--- src/rtl/tmc_pkg.sv ---
package tmc_pkg;

  // register map
  localparam logic [7:0] CTRL_ADDR      = 8'hc8;
  localparam logic [7:0] AUX_ADDR       = 8'hc9;
  localparam logic [7:0] RELOAD_LO_ADDR = 8'hca;
  localparam logic [7:0] RELOAD_HI_ADDR = 8'hcb;
  localparam logic [7:0] COUNT_LO_ADDR  = 8'hcc;
  localparam logic [7:0] COUNT_HI_ADDR  = 8'hcd;

  localparam logic [7:0]  CTRL_RESET   = 8'h00;
  localparam logic [7:0]  AUX_RESET    = 8'h00;
  localparam logic [15:0] COUNT_RESET  = 16'h0000;
  localparam logic [15:0] RELOAD_RESET = 16'h0000;
  localparam logic [15:0] COUNT_MAX    = 16'hffff;
  localparam logic [7:0]  READ_IDLE    = 8'h00;

  // clk is the oscillator; a machine cycle is twelve oscillator periods
  localparam int CLK_NS      = 50;
  localparam int MC_OSC      = 12;
  localparam int MC_NS       = MC_OSC * CLK_NS;
  localparam int MC_CYCLES   = (MC_NS + CLK_NS - 1) / CLK_NS;
  localparam logic [3:0] MC_LAST  = 4'(MC_CYCLES - 1);
  localparam logic [3:0] MC_FIRST = 4'h0;

  typedef struct packed {
    logic overflow_flag;
    logic external_event_flag;
    logic receive_baud_select;
    logic transmit_baud_select;
    logic external_trigger_enable;
    logic run_control;
    logic count_source_select;
    logic capture_not_reload;
  } tmc_ctrl_type;

  typedef struct packed {
    logic [5:0] reserved;
    logic       clock_out_enable;
    logic       down_count_enable;
  } tmc_aux_type;

  typedef struct packed {
    logic [7:0] addr;
    logic [7:0] wdata;
    logic       wr;
    logic       rd;
  } tmc_bus_req_type;

  typedef enum logic [2:0] {
    TMC_OFF     = 3'h0,
    TMC_RELOAD  = 3'h1,
    TMC_CAPTURE = 3'h3,
    TMC_BAUD    = 3'h2,
    TMC_CLKOUT  = 3'h6
  } tmc_mode_type;

  typedef struct packed {
    tmc_ctrl_type ctrl;
    tmc_aux_type  aux;
    logic [15:0]  count;
    logic [15:0]  reload;
    logic [3:0]   mc;
    logic         half;
    logic         cnt_s1;
    logic         cnt_s2;
    logic         cnt_prev;
    logic         trig_s1;
    logic         trig_s2;
    logic         trig_prev;
    logic [7:0]   rdata;
    logic         irq;
    logic         rx_tick;
    logic         tx_tick;
    logic         clk_out;
    logic         clk_oe;
  } tmc_state_type;

endpackage : tmc_pkg

--- src/rtl/tmc_timer.sv ---
`timescale 1ns/1ns
module tmc_timer (
  input  wire logic                     clk,
  input  wire logic                     resetn,
  input  wire tmc_pkg::tmc_bus_req_type bus_req,
  output logic [7:0]                    rdata,
  input  wire logic                     count_pin,
  input  wire logic                     trigger_pin,
  input  wire logic                     other_timer_overflow,
  output logic                          timer_irq,
  output logic                          rx_baud_tick,
  output logic                          tx_baud_tick,
  output logic                          clock_out,
  output logic                          clock_out_oe
);

  tmc_pkg::tmc_state_type s;
  tmc_pkg::tmc_state_type next_s;
  tmc_pkg::tmc_mode_type  mode;
  logic                   mc_end;
  logic                   baud;
  logic                   clk_mode;
  logic                   cnt_fall;
  logic                   trig_fall;
  logic                   tick;
  logic                   ovf;
  logic                   trig_evt;
  logic                   reload_now;
  logic                   ctrl_wr;
  logic                   count_wr;
  logic                   reload_wr;

  assign ctrl_wr   = bus_req.wr && bus_req.addr == tmc_pkg::CTRL_ADDR;
  assign count_wr  = bus_req.wr && (bus_req.addr == tmc_pkg::COUNT_LO_ADDR ||
                                    bus_req.addr == tmc_pkg::COUNT_HI_ADDR);
  assign reload_wr = bus_req.wr && (bus_req.addr == tmc_pkg::RELOAD_LO_ADDR ||
                                    bus_req.addr == tmc_pkg::RELOAD_HI_ADDR);

  always_comb begin
    next_s   = s;
    baud     = s.ctrl.receive_baud_select | s.ctrl.transmit_baud_select;
    clk_mode = s.aux.clock_out_enable & ~s.ctrl.capture_not_reload;
    if (!s.ctrl.run_control) begin
      mode = tmc_pkg::TMC_OFF;
    end else if (baud) begin
      mode = tmc_pkg::TMC_BAUD;
    end else if (clk_mode) begin
      mode = tmc_pkg::TMC_CLKOUT;
    end else if (s.ctrl.capture_not_reload) begin
      mode = tmc_pkg::TMC_CAPTURE;
    end else begin
      mode = tmc_pkg::TMC_RELOAD;
    end
    // machine cycle time base
    mc_end  = s.mc == tmc_pkg::MC_LAST;
    next_s.mc   = mc_end ? tmc_pkg::MC_FIRST : 4'(s.mc + 4'h1);
    next_s.half = ~s.half;
    // first stage feeds only the second
    next_s.cnt_s1  = count_pin;
    next_s.cnt_s2  = s.cnt_s1;
    next_s.trig_s1 = trigger_pin;
    next_s.trig_s2 = s.trig_s1;
    if (mc_end) begin
      next_s.cnt_prev  = s.cnt_s2;
      next_s.trig_prev = s.trig_s2;
    end
    cnt_fall  = mc_end & s.cnt_prev & ~s.cnt_s2;
    trig_fall = mc_end & s.trig_prev & ~s.trig_s2;
    // counter pin is never counted in clock-out mode, and is an output there only while count_source_select is clear
    if (mode == tmc_pkg::TMC_OFF) begin
      tick = 1'b0;
    end else if (s.ctrl.count_source_select && !clk_mode) begin
      tick = cnt_fall;
    end else if (mode == tmc_pkg::TMC_BAUD || mode == tmc_pkg::TMC_CLKOUT) begin
      tick = s.half;
    end else begin
      tick = mc_end;
    end
    ovf      = tick & (s.count == tmc_pkg::COUNT_MAX);
    trig_evt = trig_fall & s.ctrl.external_trigger_enable & ~baud;
    reload_now = (ovf & (baud | ~s.ctrl.capture_not_reload))
               | (trig_evt & ~s.ctrl.capture_not_reload);
    // software writes
    if (ctrl_wr) begin
      next_s.ctrl = tmc_pkg::tmc_ctrl_type'(bus_req.wdata);
    end
    if (bus_req.wr && bus_req.addr == tmc_pkg::AUX_ADDR) begin
      next_s.aux = tmc_pkg::tmc_aux_type'({6'h00, bus_req.wdata[1:0]});
    end
    // count: reload beats increment, overflow leaves plain wrap in capture mode
    if (reload_now) begin
      next_s.count = s.reload;
    end else if (tick) begin
      next_s.count = 16'(s.count + 16'h0001);
    end
    if (bus_req.wr && bus_req.addr == tmc_pkg::COUNT_LO_ADDR) begin
      next_s.count[7:0] = bus_req.wdata;
    end
    if (bus_req.wr && bus_req.addr == tmc_pkg::COUNT_HI_ADDR) begin
      next_s.count[15:8] = bus_req.wdata;
    end
    if (bus_req.wr && bus_req.addr == tmc_pkg::RELOAD_LO_ADDR) begin
      next_s.reload[7:0] = bus_req.wdata;
    end
    if (bus_req.wr && bus_req.addr == tmc_pkg::RELOAD_HI_ADDR) begin
      next_s.reload[15:8] = bus_req.wdata;
    end
    // hardware capture wins over a same-cycle software write
    if (trig_evt && s.ctrl.capture_not_reload) begin
      next_s.reload = s.count;
    end
    // flag sets win over software clears
    if (ovf && !baud) begin
      next_s.ctrl.overflow_flag = 1'b1;
    end
    if (trig_evt) begin
      next_s.ctrl.external_event_flag = 1'b1;
    end
    next_s.irq = s.ctrl.overflow_flag
               | (s.ctrl.external_event_flag & ~s.aux.down_count_enable);
    next_s.rx_tick = s.ctrl.receive_baud_select ? ovf : other_timer_overflow;
    next_s.tx_tick = s.ctrl.transmit_baud_select ? ovf : other_timer_overflow;
    next_s.clk_oe  = clk_mode & ~s.ctrl.count_source_select;
    if (ovf && mode == tmc_pkg::TMC_CLKOUT) begin
      next_s.clk_out = ~s.clk_out;
    end
    // read port, idle value outside the answer cycle
    next_s.rdata = tmc_pkg::READ_IDLE;
    if (bus_req.rd) begin
      unique case (bus_req.addr)
        tmc_pkg::CTRL_ADDR:      next_s.rdata = s.ctrl;
        tmc_pkg::AUX_ADDR:       next_s.rdata = s.aux;
        tmc_pkg::RELOAD_LO_ADDR: next_s.rdata = s.reload[7:0];
        tmc_pkg::RELOAD_HI_ADDR: next_s.rdata = s.reload[15:8];
        tmc_pkg::COUNT_LO_ADDR:  next_s.rdata = s.count[7:0];
        tmc_pkg::COUNT_HI_ADDR:  next_s.rdata = s.count[15:8];
        default:                 next_s.rdata = tmc_pkg::READ_IDLE;
      endcase
    end
  end

  always_ff @(posedge clk or negedge resetn) begin
    if (!resetn) begin
      s        <= '0;
      s.ctrl   <= tmc_pkg::CTRL_RESET;
      s.aux    <= tmc_pkg::AUX_RESET;
      s.count  <= tmc_pkg::COUNT_RESET;
      s.reload <= tmc_pkg::RELOAD_RESET;
      s.mc     <= tmc_pkg::MC_FIRST;
      s.rdata  <= tmc_pkg::READ_IDLE;
    end else begin
      s <= next_s;
    end
  end

  assign rdata        = s.rdata;
  assign timer_irq    = s.irq;
  assign rx_baud_tick = s.rx_tick;
  assign tx_baud_tick = s.tx_tick;
  assign clock_out    = s.clk_out;
  assign clock_out_oe = s.clk_oe;

  chk_ovf_sets_flag: assert property (@(posedge clk) disable iff (!resetn)
    ovf && !baud |=> s.ctrl.overflow_flag ##1 timer_irq)
    else $error("overflow did not set flag and interrupt");

  chk_baud_no_flag: assert property (@(posedge clk) disable iff (!resetn)
    baud && !s.ctrl.overflow_flag && !ctrl_wr |=> !s.ctrl.overflow_flag)
    else $error("overflow flag set in baud mode");

  chk_trig_sets_event: assert property (@(posedge clk) disable iff (!resetn)
    trig_evt |=> s.ctrl.external_event_flag)
    else $error("trigger edge did not set event flag");

  chk_event_irq: assert property (@(posedge clk) disable iff (!resetn)
    s.ctrl.external_event_flag && !s.aux.down_count_enable |=> timer_irq)
    else $error("event flag raised no interrupt");

  chk_rx_route: assert property (@(posedge clk) disable iff (!resetn)
    s.ctrl.receive_baud_select && ovf && !ctrl_wr |=> rx_baud_tick ##1 !rx_baud_tick)
    else $error("receive clock not fed by overflow");

  chk_tx_route: assert property (@(posedge clk) disable iff (!resetn)
    !s.ctrl.transmit_baud_select |=> tx_baud_tick == $past(other_timer_overflow))
    else $error("transmit clock not fed by other timer");

  chk_baud_ignores_trig: assert property (@(posedge clk) disable iff (!resetn)
    trig_fall && baud && !s.ctrl.external_event_flag && !ctrl_wr
    |=> !s.ctrl.external_event_flag)
    else $error("trigger acted in baud mode");

  chk_timer_rate: assert property (@(posedge clk) disable iff (!resetn)
    mode == tmc_pkg::TMC_RELOAD && !s.ctrl.count_source_select && tick
    |=> !tick [*8])
    else $error("timer ticked faster than a machine cycle");

  chk_capture_copy: assert property (@(posedge clk) disable iff (!resetn)
    trig_evt && s.ctrl.capture_not_reload |=> s.reload == $past(s.count))
    else $error("capture did not copy count");

  chk_reload_load: assert property (@(posedge clk) disable iff (!resetn)
    reload_now && !count_wr |=> s.count == $past(s.reload))
    else $error("reload did not load count");

  // same-cycle software writes win by design except over capture and flag sets, so most checks step around them
  chk_reload_hold: assert property (@(posedge clk) disable iff (!resetn)
    !reload_wr && !(trig_evt && s.ctrl.capture_not_reload) |=> $stable(s.reload))
    else $error("reload bytes changed without write or capture");

  chk_count_step: assert property (@(posedge clk) disable iff (!resetn)
    tick && !reload_now && !count_wr |=> s.count == 16'($past(s.count) + 16'h0001))
    else $error("count did not advance by one");

  chk_off_holds: assert property (@(posedge clk) disable iff (!resetn)
    mode == tmc_pkg::TMC_OFF && !reload_now && !count_wr |=> $stable(s.count))
    else $error("count moved while timer off");

  chk_clkout_toggle: assert property (@(posedge clk) disable iff (!resetn)
    ovf && mode == tmc_pkg::TMC_CLKOUT |=> clock_out != $past(clock_out))
    else $error("clock-out did not toggle on overflow");

  chk_oe_needs_enable: assert property (@(posedge clk) disable iff (!resetn)
    !s.aux.clock_out_enable |=> !clock_out_oe)
    else $error("count pin driven without clock-out enable");

  chk_irq_masked: assert property (@(posedge clk) disable iff (!resetn)
    !s.ctrl.overflow_flag && s.aux.down_count_enable |=> !timer_irq)
    else $error("masked event flag raised interrupt");

  chk_rx_other: assert property (@(posedge clk) disable iff (!resetn)
    !s.ctrl.receive_baud_select |=> rx_baud_tick == $past(other_timer_overflow))
    else $error("receive clock not fed by other timer");

  chk_tx_own: assert property (@(posedge clk) disable iff (!resetn)
    s.ctrl.transmit_baud_select && ovf |=> tx_baud_tick)
    else $error("transmit clock not fed by overflow");

  chk_trig_disabled: assert property (@(posedge clk) disable iff (!resetn)
    trig_fall && !s.ctrl.external_trigger_enable && !ctrl_wr
    |=> $stable(s.ctrl.external_event_flag))
    else $error("disabled trigger edge changed event flag");

  chk_baud_rate: assert property (@(posedge clk) disable iff (!resetn)
    mode == tmc_pkg::TMC_BAUD && !s.ctrl.count_source_select && !ctrl_wr
    |=> tick != $past(tick))
    else $error("baud generator not ticking every other clock");

  chk_capture_keeps_count: assert property (@(posedge clk) disable iff (!resetn)
    trig_evt && s.ctrl.capture_not_reload && !tick && !count_wr
    |=> $stable(s.count))
    else $error("capture disturbed the count");

  chk_trig_reload: assert property (@(posedge clk) disable iff (!resetn)
    trig_evt && !s.ctrl.capture_not_reload && !count_wr |=> s.count == $past(s.reload))
    else $error("trigger edge did not reload count");

  chk_baud_reload: assert property (@(posedge clk) disable iff (!resetn)
    ovf && baud && s.ctrl.capture_not_reload && !count_wr |=> s.count == $past(s.reload))
    else $error("baud mode did not reload on overflow");

  chk_capture_wraps: assert property (@(posedge clk) disable iff (!resetn)
    ovf && mode == tmc_pkg::TMC_CAPTURE && !count_wr |=> s.count == '0)
    else $error("capture mode overflow did not wrap");

  chk_ctrl_readback: assert property (@(posedge clk) disable iff (!resetn)
    bus_req.rd && bus_req.addr == tmc_pkg::CTRL_ADDR |=> rdata == $past(s.ctrl))
    else $error("control register read back wrong");

  chk_count_on_edge: assert property (@(posedge clk) disable iff (!resetn)
    s.ctrl.count_source_select && !clk_mode && tick |-> cnt_fall && mc_end)
    else $error("counter ticked without a sampled pin edge");

  chk_edge_spacing: assert property (@(posedge clk) disable iff (!resetn)
    trig_fall |=> !trig_fall [*8])
    else $error("trigger edges closer than a machine cycle");

  cov_capture:  cover property (@(posedge clk) disable iff (!resetn)
    trig_evt && s.ctrl.capture_not_reload);
  cov_ovf_reload: cover property (@(posedge clk) disable iff (!resetn)
    ovf && mode == tmc_pkg::TMC_RELOAD);
  cov_baud_tick: cover property (@(posedge clk) disable iff (!resetn)
    ovf && mode == tmc_pkg::TMC_BAUD);
  cov_clkout: cover property (@(posedge clk) disable iff (!resetn)
    ovf && mode == tmc_pkg::TMC_CLKOUT);
  cov_trig_reload: cover property (@(posedge clk) disable iff (!resetn)
    trig_evt && !s.ctrl.capture_not_reload);

endmodule : tmc_timer

--- config.mk ---
export PLATFORM = sky130hd
export DESIGN_NAME = tmc_timer
export DESIGN_NICKNAME = d
export VERILOG_FILES = /design/src/rtl/tmc_pkg.sv /design/src/rtl/tmc_timer.sv
export SDC_FILE = /design/constraint.sdc
export NUM_CORES = 1
export LEC_CHECK = 0
export ABC_AREA = 1
export BUFFER_PORTS_ARGS = -buffer_cell sky130_fd_sc_hd__buf_2
export CAP_MARGIN = 5
export CELL_PAD_IN_SITES_DETAIL_PLACEMENT = 0
export CELL_PAD_IN_SITES_GLOBAL_PLACEMENT = 1
export CORE_AREA = 5 5 110 112
export CTS_BUF_LIST = sky130_fd_sc_hd__clkbuf_8
export CTS_CLUSTER_DIAMETER = 40
export DETAILED_ROUTE_END_ITERATION = 8
export DIE_AREA = 0 0 115 117
export HOLD_SLACK_MARGIN = 0.15
export PLACE_DENSITY = 0.75
export RECOVER_POWER = 100
export SLEW_MARGIN = 25
export SYNTH_ARGS = -nofsm -noshare
export SYNTH_HDL_FRONTEND = slang
export SYNTH_SLANG_ARGS = --single-unit
export TNS_END_PERCENT = 50
--- constraint.sdc ---
create_clock -name clk -period 3.6 [get_ports clk]
set_input_delay 0.18 -clock clk [delete_from_list [all_inputs] [get_ports clk]]
set_output_delay 0.18 -clock clk [all_outputs]
set_load 0.01 [all_outputs]
; ---- Word level (Yosys, flattened, before mapping)
; Cells that the tools add are included.
[totals]
input_bits = 23
reg_bits = 66
word_cells = 106
output_inout_bits = 13
[classes]
mux = 22
reduce_logical = 20
addsub = 2
n_bitwise = 24
n_eq_ne = 10
[op_table]
columns = cell, n
row1 = $eq 8x8->1 const B, 6
row2 = $mux 16, 3
row3 = $mux 8, 6
row4 = $pmux 8 s6, 1
row5 = $add 16x1->16 const B, 1
row6 = $eq 16x16->1 const B, 1
row7 = $and 1x1->1, 12
row8 = $logic_and 1x1->1, 10
row9 = $mux 3, 3
row10 = $not 1->1, 8
row11 = $reduce_bool 2->1, 4
row12 = $mux 1, 7
row13 = $reduce_bool 3->1, 2
row14 = $add 4x1->4 const B, 1
row15 = $eq 4x4->1 const B, 1
row16 = $mux 4, 1
row17 = $or 1x1->1, 4
row18 = $eq 3x2->1 const B, 1
row19 = $eq 3x3->1 const B, 1
row20 = $logic_not 3->1, 1
row21 = $logic_not 1->1, 2
row22 = $mux 2, 1
row23 = $logic_or 1x1->1, 1

; ---- Logic depth before layout (Yosys ltp)
; Gate-level depths: netlist of the first run.
[depth]
word_depth = 15
ltp_mapped = 12
mapped_depth_nobuf = 11

; ---- Least setup slack after synthesis of the first run
; Ideal clock, no wire load.
[synth_path]
kind = flip-flop to flip-flop
start = register s[20] (netlist bit)
end = register s[42] (netlist bit)
n_path_buf = 0
arrival_ps = 1632
setup_slack_ps = 1902
period_less_slack_ps = 1698
setup_ps = 66
required_time_ps = 3534
path_stages_with_launch = 11
cell_sequence = dfrtp_1 ha_1 nand3_2 inv_1 nand2_1 nand2_1 nand4_4 nand3_2 nor2_1 nand2_1 nand3_2
[synth_via]
elab_chain_len = 10
word_cells_on_any_way = 17
classes_between = eq/ne (1) / mux (5) / bitwise (10) / reduce/logical (1)
[synth_lines]
columns = element, line
row1 = start: declaration, tmc_timer.sv:17  ; tmc_pkg::tmc_state_type s;
row2 = start signal: assignment, tmc_timer.sv:152  ; s <= next_s;
row3 = $eq 4x4->1 *, tmc_timer.sv:55  ; mc_end = s.mc == tmc_pkg::MC_LAST;
row4 = $and 1x1->1 (2 in series), tmc_timer.sv:67  ; cnt_fall = mc_end & s.cnt_prev & ~s.cnt_s2;
row5 = $mux 1, tmc_timer.sv:72  ; end else if (s.ctrl.count_source_select && !clk_mode) begin
row6 = $mux 1, tmc_timer.sv:70  ; if (mode == tmc_pkg::TMC_OFF) begin
row7 = $and 1x1->1, tmc_timer.sv:79  ; ovf = tick & (s.count == tmc_pkg::COUNT_MAX);
row8 = $and 1x1->1, tmc_timer.sv:81  ; reload_now = (ovf & (baud | ~s.ctrl.capture_not_reload))
row9 = $or 1x1->1, tmc_timer.sv:82  ; | (trig_evt & ~s.ctrl.capture_not_reload);
row10 = $mux 16, tmc_timer.sv:91  ; if (reload_now) begin
row11 = $mux 8, tmc_timer.sv:96  ; if (bus_req.wr && bus_req.addr == tmc_pkg::COUNT_LO_ADDR) begin
; Every way passes the cells marked *; elsewhere a longest branch is shown, timed or not.
; A chain may end at the register's enable or synchronous reset.

; ---- Final worst setup path of the first run
[layout_path]
start = register s[20] (netlist bit)
end = register s[48] (netlist bit)
[layout_via]
elab_chain_len = 10
word_cells_on_any_way = 17
classes_between = eq/ne (1) / mux (5) / bitwise (10) / reduce/logical (1)
[layout_lines]
columns = element, line
row1 = $eq 4x4->1 *, tmc_timer.sv:55
row2 = $and 1x1->1 (2 in series), tmc_timer.sv:67
row3 = $mux 1, tmc_timer.sv:72
row4 = $mux 1, tmc_timer.sv:70
row5 = $and 1x1->1, tmc_timer.sv:79
row6 = $and 1x1->1, tmc_timer.sv:81
row7 = $or 1x1->1, tmc_timer.sv:82
row8 = $mux 16, tmc_timer.sv:91
row9 = $mux 8, tmc_timer.sv:99  ; if (bus_req.wr && bus_req.addr == tmc_pkg::COUNT_HI_ADDR) begin
; Marked as above.

==> results of run 1 <==
-- stage by stage --
stage               cells  power, mW  utilization, %  hold WS, ns
floorplan             491       1.20               -       -0.116
global placement      655       1.34            36.3        0.291
detailed placement    655       1.35            36.3        0.294
CTS                   680       2.15            39.3        0.161
global route          680       2.25            38.7        0.171
finish                680       2.14            38.7        0.168
-- routing by layer --
layer | part of all wire, % | up-vias | track usage (%)
li1 | - | 1669 | -
met1 | 43 | 1604 | 22.3
met2 | 48 | 110 | 29.0
met3 | 6.4 | 26 | 3.44
met4 | 2.8 | 0 | 7.04
met5 | 0 | - | 0
-- cell type report --
cell class,count,area [sq um]
timing repair buffer,45,255
fill,1188,6820
clock inverter,7,124
clock buffer,9,124
sequential,66,1650
tap,143,179
multi-input combinational,359,1780
inverter,51,191
-- worst min path at each step --
stage / from / to / slack (ns) / cells past startpoint
6_report: bus_req[9] / s[55] / 0.17 / 3
2_1_floorplan: resetn / clock_out / -0.12 / 0
4_1_cts: bus_req[9] / s[55] / 0.16 / 3
3_3_place_gp: trigger_pin / next_s[14] / 0.29 / 1
3_5_place_dp: trigger_pin / next_s[14] / 0.29 / 1
5_1_grt: bus_req[9] / s[55] / 0.17 / 3
-- critical path, cell delays in order (launching register included) --
cell and delay [ns]:
sky130_fd_sc_hd__dfrtp_1 0.40, sky130_fd_sc_hd__ha_1 0.23, sky130_fd_sc_hd__nand3_1 0.16, sky130_fd_sc_hd__nor2_1 0.08, sky130_fd_sc_hd__nand2_1 0.10, sky130_fd_sc_hd__inv_1 0.07
sky130_fd_sc_hd__nand2_1 0.51, sky130_fd_sc_hd__nand2_1 0.56, sky130_fd_sc_hd__nand2_1 0.20, sky130_fd_sc_hd__nand3_1 0.12, sky130_fd_sc_hd__nand2_1 0.10, sky130_fd_sc_hd__nand2_1 0.05
-- state kept, by name, summed over array words and instances, names as in the netlist --
register	count
clock_out	1
clock_out_oe	1
next_s	2
rdata	8
rx_baud_tick	1
s	51
timer_irq	1
tx_baud_tick	1
-- power by group --
part | total, mW | leakage, nW | internal (mW) | switching, mW
Combinational | 0.411 | 1.21 | 0.152 | 0.259
Sequential | 0.929 | 0.770 | 0.825 | 0.103
Clock | 0.796 | 0.120 | 0.466 | 0.330
Total | 2.14 | 2.10 | 1.44 | 0.693
-- cells by family after synthesis --
group	after synthesis	synth area share, %
XOR/XNOR	13	3.01
AO/OA/AOI/OAI	52	9.02
AND/OR/NAND/NOR	292	35.6
flip-flops	66	43.6
buffers and inverters	66	8.03
adder cells (fa/ha/maj)	2	0.661
-- cell usage in the layout (no fill, tap or decap), types with 4 or more instances in the layout --
cell	n
sky130_fd_sc_hd__nor2_1	30
sky130_fd_sc_hd__dlygate4sd3_1	9
sky130_fd_sc_hd__inv_2	4
sky130_fd_sc_hd__o22ai_1	8
sky130_fd_sc_hd__buf_2	21
sky130_fd_sc_hd__clkbuf_1	14
sky130_fd_sc_hd__nand2_1	188
sky130_fd_sc_hd__xor2_1	13
sky130_fd_sc_hd__nand2_2	5
sky130_fd_sc_hd__inv_1	46
sky130_fd_sc_hd__nand3_1	41
sky130_fd_sc_hd__a21oi_1	9
sky130_fd_sc_hd__o21ai_0	13
sky130_fd_sc_hd__nand4_1	4
sky130_fd_sc_hd__dfrtp_1	66
sky130_fd_sc_hd__o221ai_1	15
sky130_fd_sc_hd__nand3_2	8
sky130_fd_sc_hd__clkbuf_8	9
sky130_fd_sc_hd__nor3_1	8
==> impl_metrics.env, run 1 <==
export IMPL_path_clk_slew_ns=0.08
export IMPL_overflow=0
export IMPL_synth_largest_type_area_fraction_pct=43.6
export IMPL_via_count=3409
export IMPL_largest_buffer_count_on_any_clock_path=2
export IMPL_setup_ws_ns=0.903
export IMPL_grt_pass1_vias=3393
export IMPL_startpoint="s[20]"
export IMPL_placed_cell_area_sq_um=4030
export IMPL_antenna_violating_nets_post_route=0
export IMPL_fin_setup_tns_ns=0
export IMPL_timing_critical_path_from_type="register"
export IMPL_synth_top_cells_by_count="sky130_fd_sc_hd__nand2_1 (184), sky130_fd_sc_hd__dfrtp_1 (66), sky130_fd_sc_hd__inv_1 (43)"
export IMPL_floorplan_io_pins=36
export IMPL_cts_hold_buffers=9
export IMPL_yosysUniqueCellTypes=31
export IMPL_cp_endpoint="s[48]"
export IMPL_die_height_um=117
export IMPL_cts_root_buffer_cell="sky130_fd_sc_hd__clkbuf_8"
export IMPL_drtIter0Drc=361
export IMPL_place_congestion=0.868
export IMPL_arrival_ns=2.94
export IMPL_cts_sink_count=66
export IMPL_ff2ff_path_depth=11
export IMPL_detailedPlace_worstSlack_ns=1.40
export IMPL_initial_core_util_pct=34.0
export IMPL_finalHoldViolCount=0
export IMPL_final_period_utilization_pct=74.9
export IMPL_cellLeakagePower_nw=2.10
export IMPL_layout_net_count=557
export IMPL_hpwlAfterDp_um=8330
export IMPL_die_width_um=115
export IMPL_timing_max_slew_rel_slack_pct=-34.0
export IMPL_ctsHtreeMaxLevel=3
export IMPL_number_of_remaining_drc_errors=0
export IMPL_achievable_frequency_ghz=0.371
export IMPL_timing_reg2reg_setup_slack_ns=0.90
export IMPL_yosys_top_cells_area="sky130_fd_sc_hd__dfrtp_1 (44%), sky130_fd_sc_hd__nand2_1 (18%), sky130_fd_sc_hd__nand3_1 (5.2%)"
export IMPL_setup_worst_path_end_class="register"
export IMPL_clk_insertion_delay_late_ns=0.35
export IMPL_port_buffers=35
export IMPL_grt_total_usage_pct=17.4
export IMPL_max_vdd_ir_drop_v=0.000179
export IMPL_min_path_type="primary input to register"
export IMPL_drt_pass1_iter_count=5
export IMPL_synthesis_instances=491
export IMPL_syn2layout_area_growth_pct=13.7
export IMPL_mean_routed_wirelength_per_cell_um=16.1
export IMPL_postCtsResizedCells=0
export IMPL_syn_avg_cell_area_sq_um=7.71
export IMPL_synth_yosys_seq_area_share_pct=43.6
export IMPL_async_flop_share_pct=100
export IMPL_powerDensity_nw_per_um2=497
export IMPL_global_route_wire_length_before_repair_um=18000
export IMPL_worst_path_max_fanout=19
export IMPL_r2r_end="s[48]"
export IMPL_finish_instance_area_sq_um=4300
export IMPL_outcome="finished, violations left"
export IMPL_tritoncts_num_buffers=9
export IMPL_yosys_cell_count_top_type="sky130_fd_sc_hd__nand2_1"
export IMPL_worst_ep_required_time_ns=3.85
export IMPL_synth_yosys_warnings=0
export IMPL_fp_coreArea_sq_um=11100
export IMPL_period_needed_ns=2.70
export IMPL_timing_max_transition_violations_final=38
export IMPL_route_detailed_vias_per_inst=5.01
export IMPL_cts_tree="yes"
export IMPL_insertedDiodeCount=0
export IMPL_pin_count_of_the_biggest_net_entering_global_routing=38
export IMPL_dieArea_sq_um=13500
export IMPL_synth_enable_flop_cells=0
export IMPL_unrepaired_setup_endpoints_after_global_routing="no"
export IMPL_grt_antenna_before_repair=0
export IMPL_cts_setup_buffers=0
export IMPL_setup_violations_final=0
export IMPL_regToRegStartpoint="s[20]"
export IMPL_worst_margin_slew_ns=2.01
export IMPL_failed_checks="max-capacitance violations, max-slew violations"
export IMPL_final_layout_size_suffix_gt1_share_pct=11.7
export IMPL_yosysTopAreaCell="sky130_fd_sc_hd__dfrtp_1"
export IMPL_type_of_the_worst_setup_path="register to register"
export IMPL_total_of_flip_flops_plus_latches_after_synthesis=66
export IMPL_syn_nets=516
export IMPL_cap_viol_max_count=1
export IMPL_finalClockSkew_ns=0.00769
export IMPL_placementRows=39
export IMPL_drt_total_wl_um=10900
export IMPL_synthesis_area_sq_um=3780
export IMPL_ys_dominant_reg_cell="sky130_fd_sc_hd__dfrtp_1"
Power figures use the tool's default switching activity.
==> inputs of run 2 (changes only) <==
clock period = 2.7 ns   (was 3.6 ns; I/O delays follow)
==> impl_metrics.env, run 2 (synthesis gave the netlist of run 1 again) <==
export IMPL_unrepaired_setup_endpoints_after_global_routing="no"
export IMPL_final_period_utilization_pct=83.9
export IMPL_placementRows=39
export IMPL_most_common_cell_after_layout_fill_and_taps_aside="sky130_fd_sc_hd__nand2_1"
export IMPL_initial_core_util_pct=34.0
export IMPL_grt_busiest_layer="met2"
export IMPL_setup_ws_ns=0.435
export IMPL_global_route_wire_length_before_repair_um=18200
export IMPL_max_flop_register="s"
export IMPL_antenna_violating_nets_post_route=0
export IMPL_route_detailed_vias_per_inst=5.01
export IMPL_global_routing_usage_on_met3_pct=3.55
export IMPL_pin_count_of_the_biggest_net_entering_global_routing=35
export IMPL_largest_buffer_count_on_any_clock_path=2
export IMPL_drt_total_wl_um=11200
export IMPL_timing_critical_path_from_type="register"
export IMPL_period_needed_ns=2.27
export IMPL_placed_cell_area_sq_um=4070
export IMPL_timing_max_transition_violations_final=34
export IMPL_via_count=3445
export IMPL_cellLeakagePower_nw=2.09
export IMPL_cts_sink_count=66
export IMPL_place_congestion=0.925
export IMPL_grt_util_met1_pct=23.7
export IMPL_drt_pass1_iter_count=5
export IMPL_grt_pass1_vias=3440
export IMPL_cap_viol_max_count=1
export IMPL_finalHoldViolCount=0
export IMPL_mean_routed_wirelength_per_cell_um=16.3
export IMPL_ctsHtreeMaxLevel=3
export IMPL_setup_violations_final=0
export IMPL_use_met2_pct=28.1
export IMPL_worst_path_max_fanout=19
export IMPL_outcome="finished, violations left"
export IMPL_hpwlAfterDp_um=8640
export IMPL_path_clk_slew_ns=0.08
export IMPL_floorplan_io_pins=36
export IMPL_cts_root_buffer_cell="sky130_fd_sc_hd__clkbuf_8"
export IMPL_layout_common_cells="sky130_fd_sc_hd__nand2_1 (184), sky130_fd_sc_hd__dfrtp_1 (66), sky130_fd_sc_hd__inv_1 (47)"
export IMPL_cts_tree="yes"
export IMPL_finish_utilization_pct=38.9
export IMPL_tritoncts_num_buffers=9
export IMPL_failed_checks="max-capacitance violations, max-slew violations"
export IMPL_drtIter0Drc=318
export IMPL_worst_ep_required_time_ns=2.99
export IMPL_timing_max_slew_rel_slack_pct=-25.8
export IMPL_fp_coreArea_sq_um=11100
export IMPL_clk_insertion_delay_late_ns=0.36
export IMPL_die_height_um=117
export IMPL_worst_margin_slew_ns=1.89
export IMPL_arrival_ns=2.56
export IMPL_insertedDiodeCount=0
export IMPL_detailedPlace_worstSlack_ns=0.551
export IMPL_achievable_frequency_ghz=0.441
export IMPL_overflow=0
export IMPL_finish_instance_area_sq_um=4330
export IMPL_finalClockSkew_ns=0.0105
export IMPL_layout_net_count=564
export IMPL_syn2layout_area_growth_pct=14.3
export IMPL_dieArea_sq_um=13500
export IMPL_powerDensity_nw_per_um2=595
export IMPL_die_width_um=115
export IMPL_max_ffs_per_register=51
export IMPL_final_layout_size_suffix_gt1_share_pct=12.7
export IMPL_grt_antenna_before_repair=0
export IMPL_setup_worst_path_end_class="register"
export IMPL_port_buffers=35
export IMPL_min_path_type="primary input to register"
export IMPL_grt_total_usage_pct=17.6
export IMPL_number_of_remaining_drc_errors=0
export IMPL_max_vdd_ir_drop_v=0.000223
export IMPL_type_of_the_worst_setup_path="register to register"
export IMPL_fin_setup_tns_ns=0
## run 2: cell count changes in the layout (fill, tap and decap cells not counted), sizes merged
cell,delta
clkbuf,+1
dlygate4sd3,+4
bufinv,-3
clkinvlp,+1
clkinv,+1
inv,+1
buf,+2
## run 2: what timing repair did
action | 4_1_cts | 5_1_grt
resized for setup | 0 | 0
hold buffers | 13 | 0
setup buffers | 0 | 0
hold endpoints to repair | 63 | 0
## run 2: stage by stage
stage	total power [mW]	hold slack [ns]	instances
5_1_grt	2.72	0.202	687
2_1_floorplan	1.60	-0.161	491
3_5_place_dp	1.80	0.251	658
6_report	2.57	0.174	687
4_1_cts	2.59	0.153	687
3_3_place_gp	1.80	0.245	658
## run 2: report_power, final
part	switching (mW)	internal, mW
Clock	0.440	0.338
Combinational	0.339	0.207
Sequential	0.149	1.10
Total	0.928	1.65
## run 2: path summary, 6_finish.rpt
check / slack [ns] / endpoint / startpoint / depth (start not counted)
max in group asynchronous: 0.78 / s[28] / resetn / 2
min: 0.17 / s[57] / bus_req[1] / 3
max reg2reg: 0.43 / s[47] / s[20] / 10
max: 0.43 / s[47] / s[20] / 10
min in group asynchronous: 0.84 / next_s[14] / resetn / 2
min reg2reg: 0.36 / s[14] / next_s[14] / 0
## run 2: critical path, stage by stage, from the launching register on
cell and delay (ns):
sky130_fd_sc_hd__dfrtp_1 0.41, sky130_fd_sc_hd__ha_1 0.23, sky130_fd_sc_hd__nand3_1 0.16, sky130_fd_sc_hd__nor2_1 0.08, sky130_fd_sc_hd__nand2_1 0.09, sky130_fd_sc_hd__inv_1 0.08, sky130_fd_sc_hd__nand2_2 0.32, sky130_fd_sc_hd__nand3_1 0.19
sky130_fd_sc_hd__nor2_1 0.41, sky130_fd_sc_hd__nand2_1 0.14, sky130_fd_sc_hd__nand3_2 0.09
## run 2: layer usage
metal	part of all wire (%)	wire, um
met3	6.4	712
met2	46	5120
met1	45	5040
met5	0	0
met4	2.8	312
## run 2: layout make-up
cell class                 instances  area [sq um]
fill                            1175          6800
multi-input combinational        359          1800
sequential                        66          1650
timing repair buffer              52           329
inverter                          51           191
tap                              143           179
clock buffer                       9           124
clock inverter                     7          51.3
==> inputs of run 3 (changes only) <==
clock period = 2.1 ns   (was 2.7 ns; I/O delays follow)
==> impl_metrics.env, run 3 (synthesis gave the netlist of run 1 again) <==
export IMPL_port_buffers=35
export IMPL_setup_violations_final=0
export IMPL_outcome="finished, final reports clean"
export IMPL_drt_total_wl_um=11500
export IMPL_max_stage_delay_ns=0.40
export IMPL_cts_root_buffer_cell="sky130_fd_sc_hd__clkbuf_8"
export IMPL_floorplan_io_pins=36
export IMPL_syn2layout_area_growth_pct=17.2
export IMPL_finalHoldWorstSlack_ns=0.284
export IMPL_fillCellCount=1195
export IMPL_final_period_utilization_pct=94.1
export IMPL_powerDensity_nw_per_um2=760
export IMPL_cts_sink_count=66
export IMPL_die_height_um=117
export IMPL_arrival_ns=2.26
export IMPL_timing_max_transition_violations_final=0
export IMPL_grt_total_usage_pct=18.0
export IMPL_largest_buffer_count_on_any_clock_path=2
export IMPL_placementRows=39
export IMPL_worstPathCellList="ha_1 > nand2_2 > nor2_4 > nand2_2 > nor2_4 > nand4_4 > nand2_4 > nand2_1 > nand2_1 > nand2_1 > nand3_2"
export IMPL_global_route_wire_length_before_repair_um=18500
export IMPL_cts_tree="yes"
export IMPL_place_congestion=0.893
export IMPL_timing_max_slew_rel_slack_pct=35.7
export IMPL_setup_worst_path_end_class="register"
export IMPL_max_vdd_ir_drop_v=0.000388
export IMPL_min_path_type="primary input to asynchronous set/reset pin"
export IMPL_insertedDiodeCount=0
export IMPL_type_of_the_worst_setup_path="register to register"
export IMPL_drt_pass1_iter_count=4
export IMPL_mean_routed_wirelength_per_cell_um=16.5
export IMPL_finalHoldViolCount=0
export IMPL_critical_path_slowest_cell="sky130_fd_sc_hd__dfrtp_1"
export IMPL_drtIter0Drc=258
export IMPL_route_detailed_vias_per_inst=4.98
export IMPL_initial_core_util_pct=34.0
export IMPL_number_of_remaining_drc_errors=0
export IMPL_achievable_frequency_ghz=0.506
export IMPL_final_layout_size_suffix_gt1_share_pct=15.6
export IMPL_path_clk_slew_ns=0.09
export IMPL_cellLeakagePower_nw=2.16
export IMPL_via_count=3483
export IMPL_antenna_violating_nets_post_route=0
export IMPL_worst_ep_required_time_ns=2.38
export IMPL_period_needed_ns=1.98
export IMPL_grt_pass1_vias=3407
export IMPL_overflow=0
export IMPL_clk_insertion_delay_late_ns=0.35
export IMPL_worst_margin_slew_ns=0.960
export IMPL_finalClockSkew_ns=0.0134
export IMPL_die_width_um=115
export IMPL_fp_coreArea_sq_um=11100
export IMPL_crit_path_frequent_cell="sky130_fd_sc_hd__nand2_1"
export IMPL_ctsHtreeMaxLevel=3
export IMPL_dieArea_sq_um=13500
export IMPL_hpwlAfterDp_um=8800
export IMPL_max_flop_register="s"
export IMPL_pin_count_of_the_biggest_net_entering_global_routing=56
export IMPL_timing_critical_path_from_type="register"
export IMPL_layout_common_cells="sky130_fd_sc_hd__nand2_1 (184), sky130_fd_sc_hd__dfrtp_1 (65), sky130_fd_sc_hd__inv_1 (45)"
export IMPL_tritoncts_num_buffers=9
export IMPL_layout_net_count=577
export IMPL_max_ffs_per_register=51
export IMPL_grt_antenna_before_repair=0
export IMPL_fin_setup_tns_ns=0
export IMPL_cap_viol_max_count=0
export IMPL_most_common_cell_after_layout_fill_and_taps_aside="sky130_fd_sc_hd__nand2_1"
export IMPL_worst_path_max_fanout=16
-- run 3: cell count changes in the layout (fill, tap and decap cells not counted), moves of 2 or more --
cell                       change
sky130_fd_sc_hd__clkinv_2      -2
sky130_fd_sc_hd__buf_4        +11
sky130_fd_sc_hd__nand3_1       -2
sky130_fd_sc_hd__inv_6         +2
sky130_fd_sc_hd__inv_1         -2
sky130_fd_sc_hd__nand3_2       +2
sky130_fd_sc_hd__inv_2         +2
-- run 3: path summary, 6_finish.rpt --
kind	startpoint	endpoint	slack [ns]	depth (start not counted)
min	resetn	s[20]	0.28	2
max in group asynchronous	resetn	s[41]	0.47	3
max reg2reg	s[40]	s[54]	0.12	11
min in group clk	bus_req[13]	rdata[6]	0.32	6
min reg2reg	next_s[17]	s[17]	0.36	0
max	s[40]	s[54]	0.12	11
-- run 3: stage by stage --
| stage | power (mW) | setup WS (ns) | util, % | cells | area [sq um] |
|---|---|---|---|---|---|
| after floorplan | 2.06 | 0.402 | - | 491 | 3780 |
| after global placement | 2.33 | 0.0637 | 37.3 | 669 | 4150 |
| after detailed placement | 2.33 | 0.0331 | 37.3 | 669 | 4150 |
| after CTS | 3.37 | 0.00492 | 40.2 | 699 | 4470 |
| after global routing | 3.57 | -0.00809 | 39.9 | 700 | 4430 |
| final | 3.37 | 0.125 | 39.9 | 700 | 4430 |
-- run 3: area by class of cell --
class	instances	area (sq um)	area share, %
Timing Repair Buffer	65	414	9.34
Inverter	51	191	4.32
Clock inverter	7	58.8	1.33
Multi-Input combinational cell	359	1810	40.9
Tap cell	143	179	4.04
Sequential cell	66	1650	37.3
Clock buffer	9	124	2.79
-- run 3: power by group --
part           internal, mW  switching (mW)  leakage, nW
logic                 0.301           0.464         1.31
clock network         0.447           0.583       0.0872
registers              1.42           0.158        0.768
total                  2.16            1.20         2.16
-- run 3: metal layers --
metal / up-vias / part of all wire (%) / GRT usage, %
li1: 1722 / - / -
met1: 1630 / 44 / 23.9
met2: 108 / 46 / 28.2
met3: 23 / 5.6 / 3.65
met4: 0 / 3.9 / 8.53
met5: - / 0 / 0
-- run 3: what timing repair did --
item | in CTS | in global routing
hold buffers | 14 | 0
endpoints found under the setup margin | 0 | 13
setup buffers | 0 | 1
resized for setup | 0 | 2
hold endpoints to repair | 110 | 0
-- run 3: critical path, delay by kind of cell (launching register included) --
family,cells,cell delay (ns)
and+or+nand+nor,10,1.28
adders and majority gates,1,0.22
DFF,1,0.40
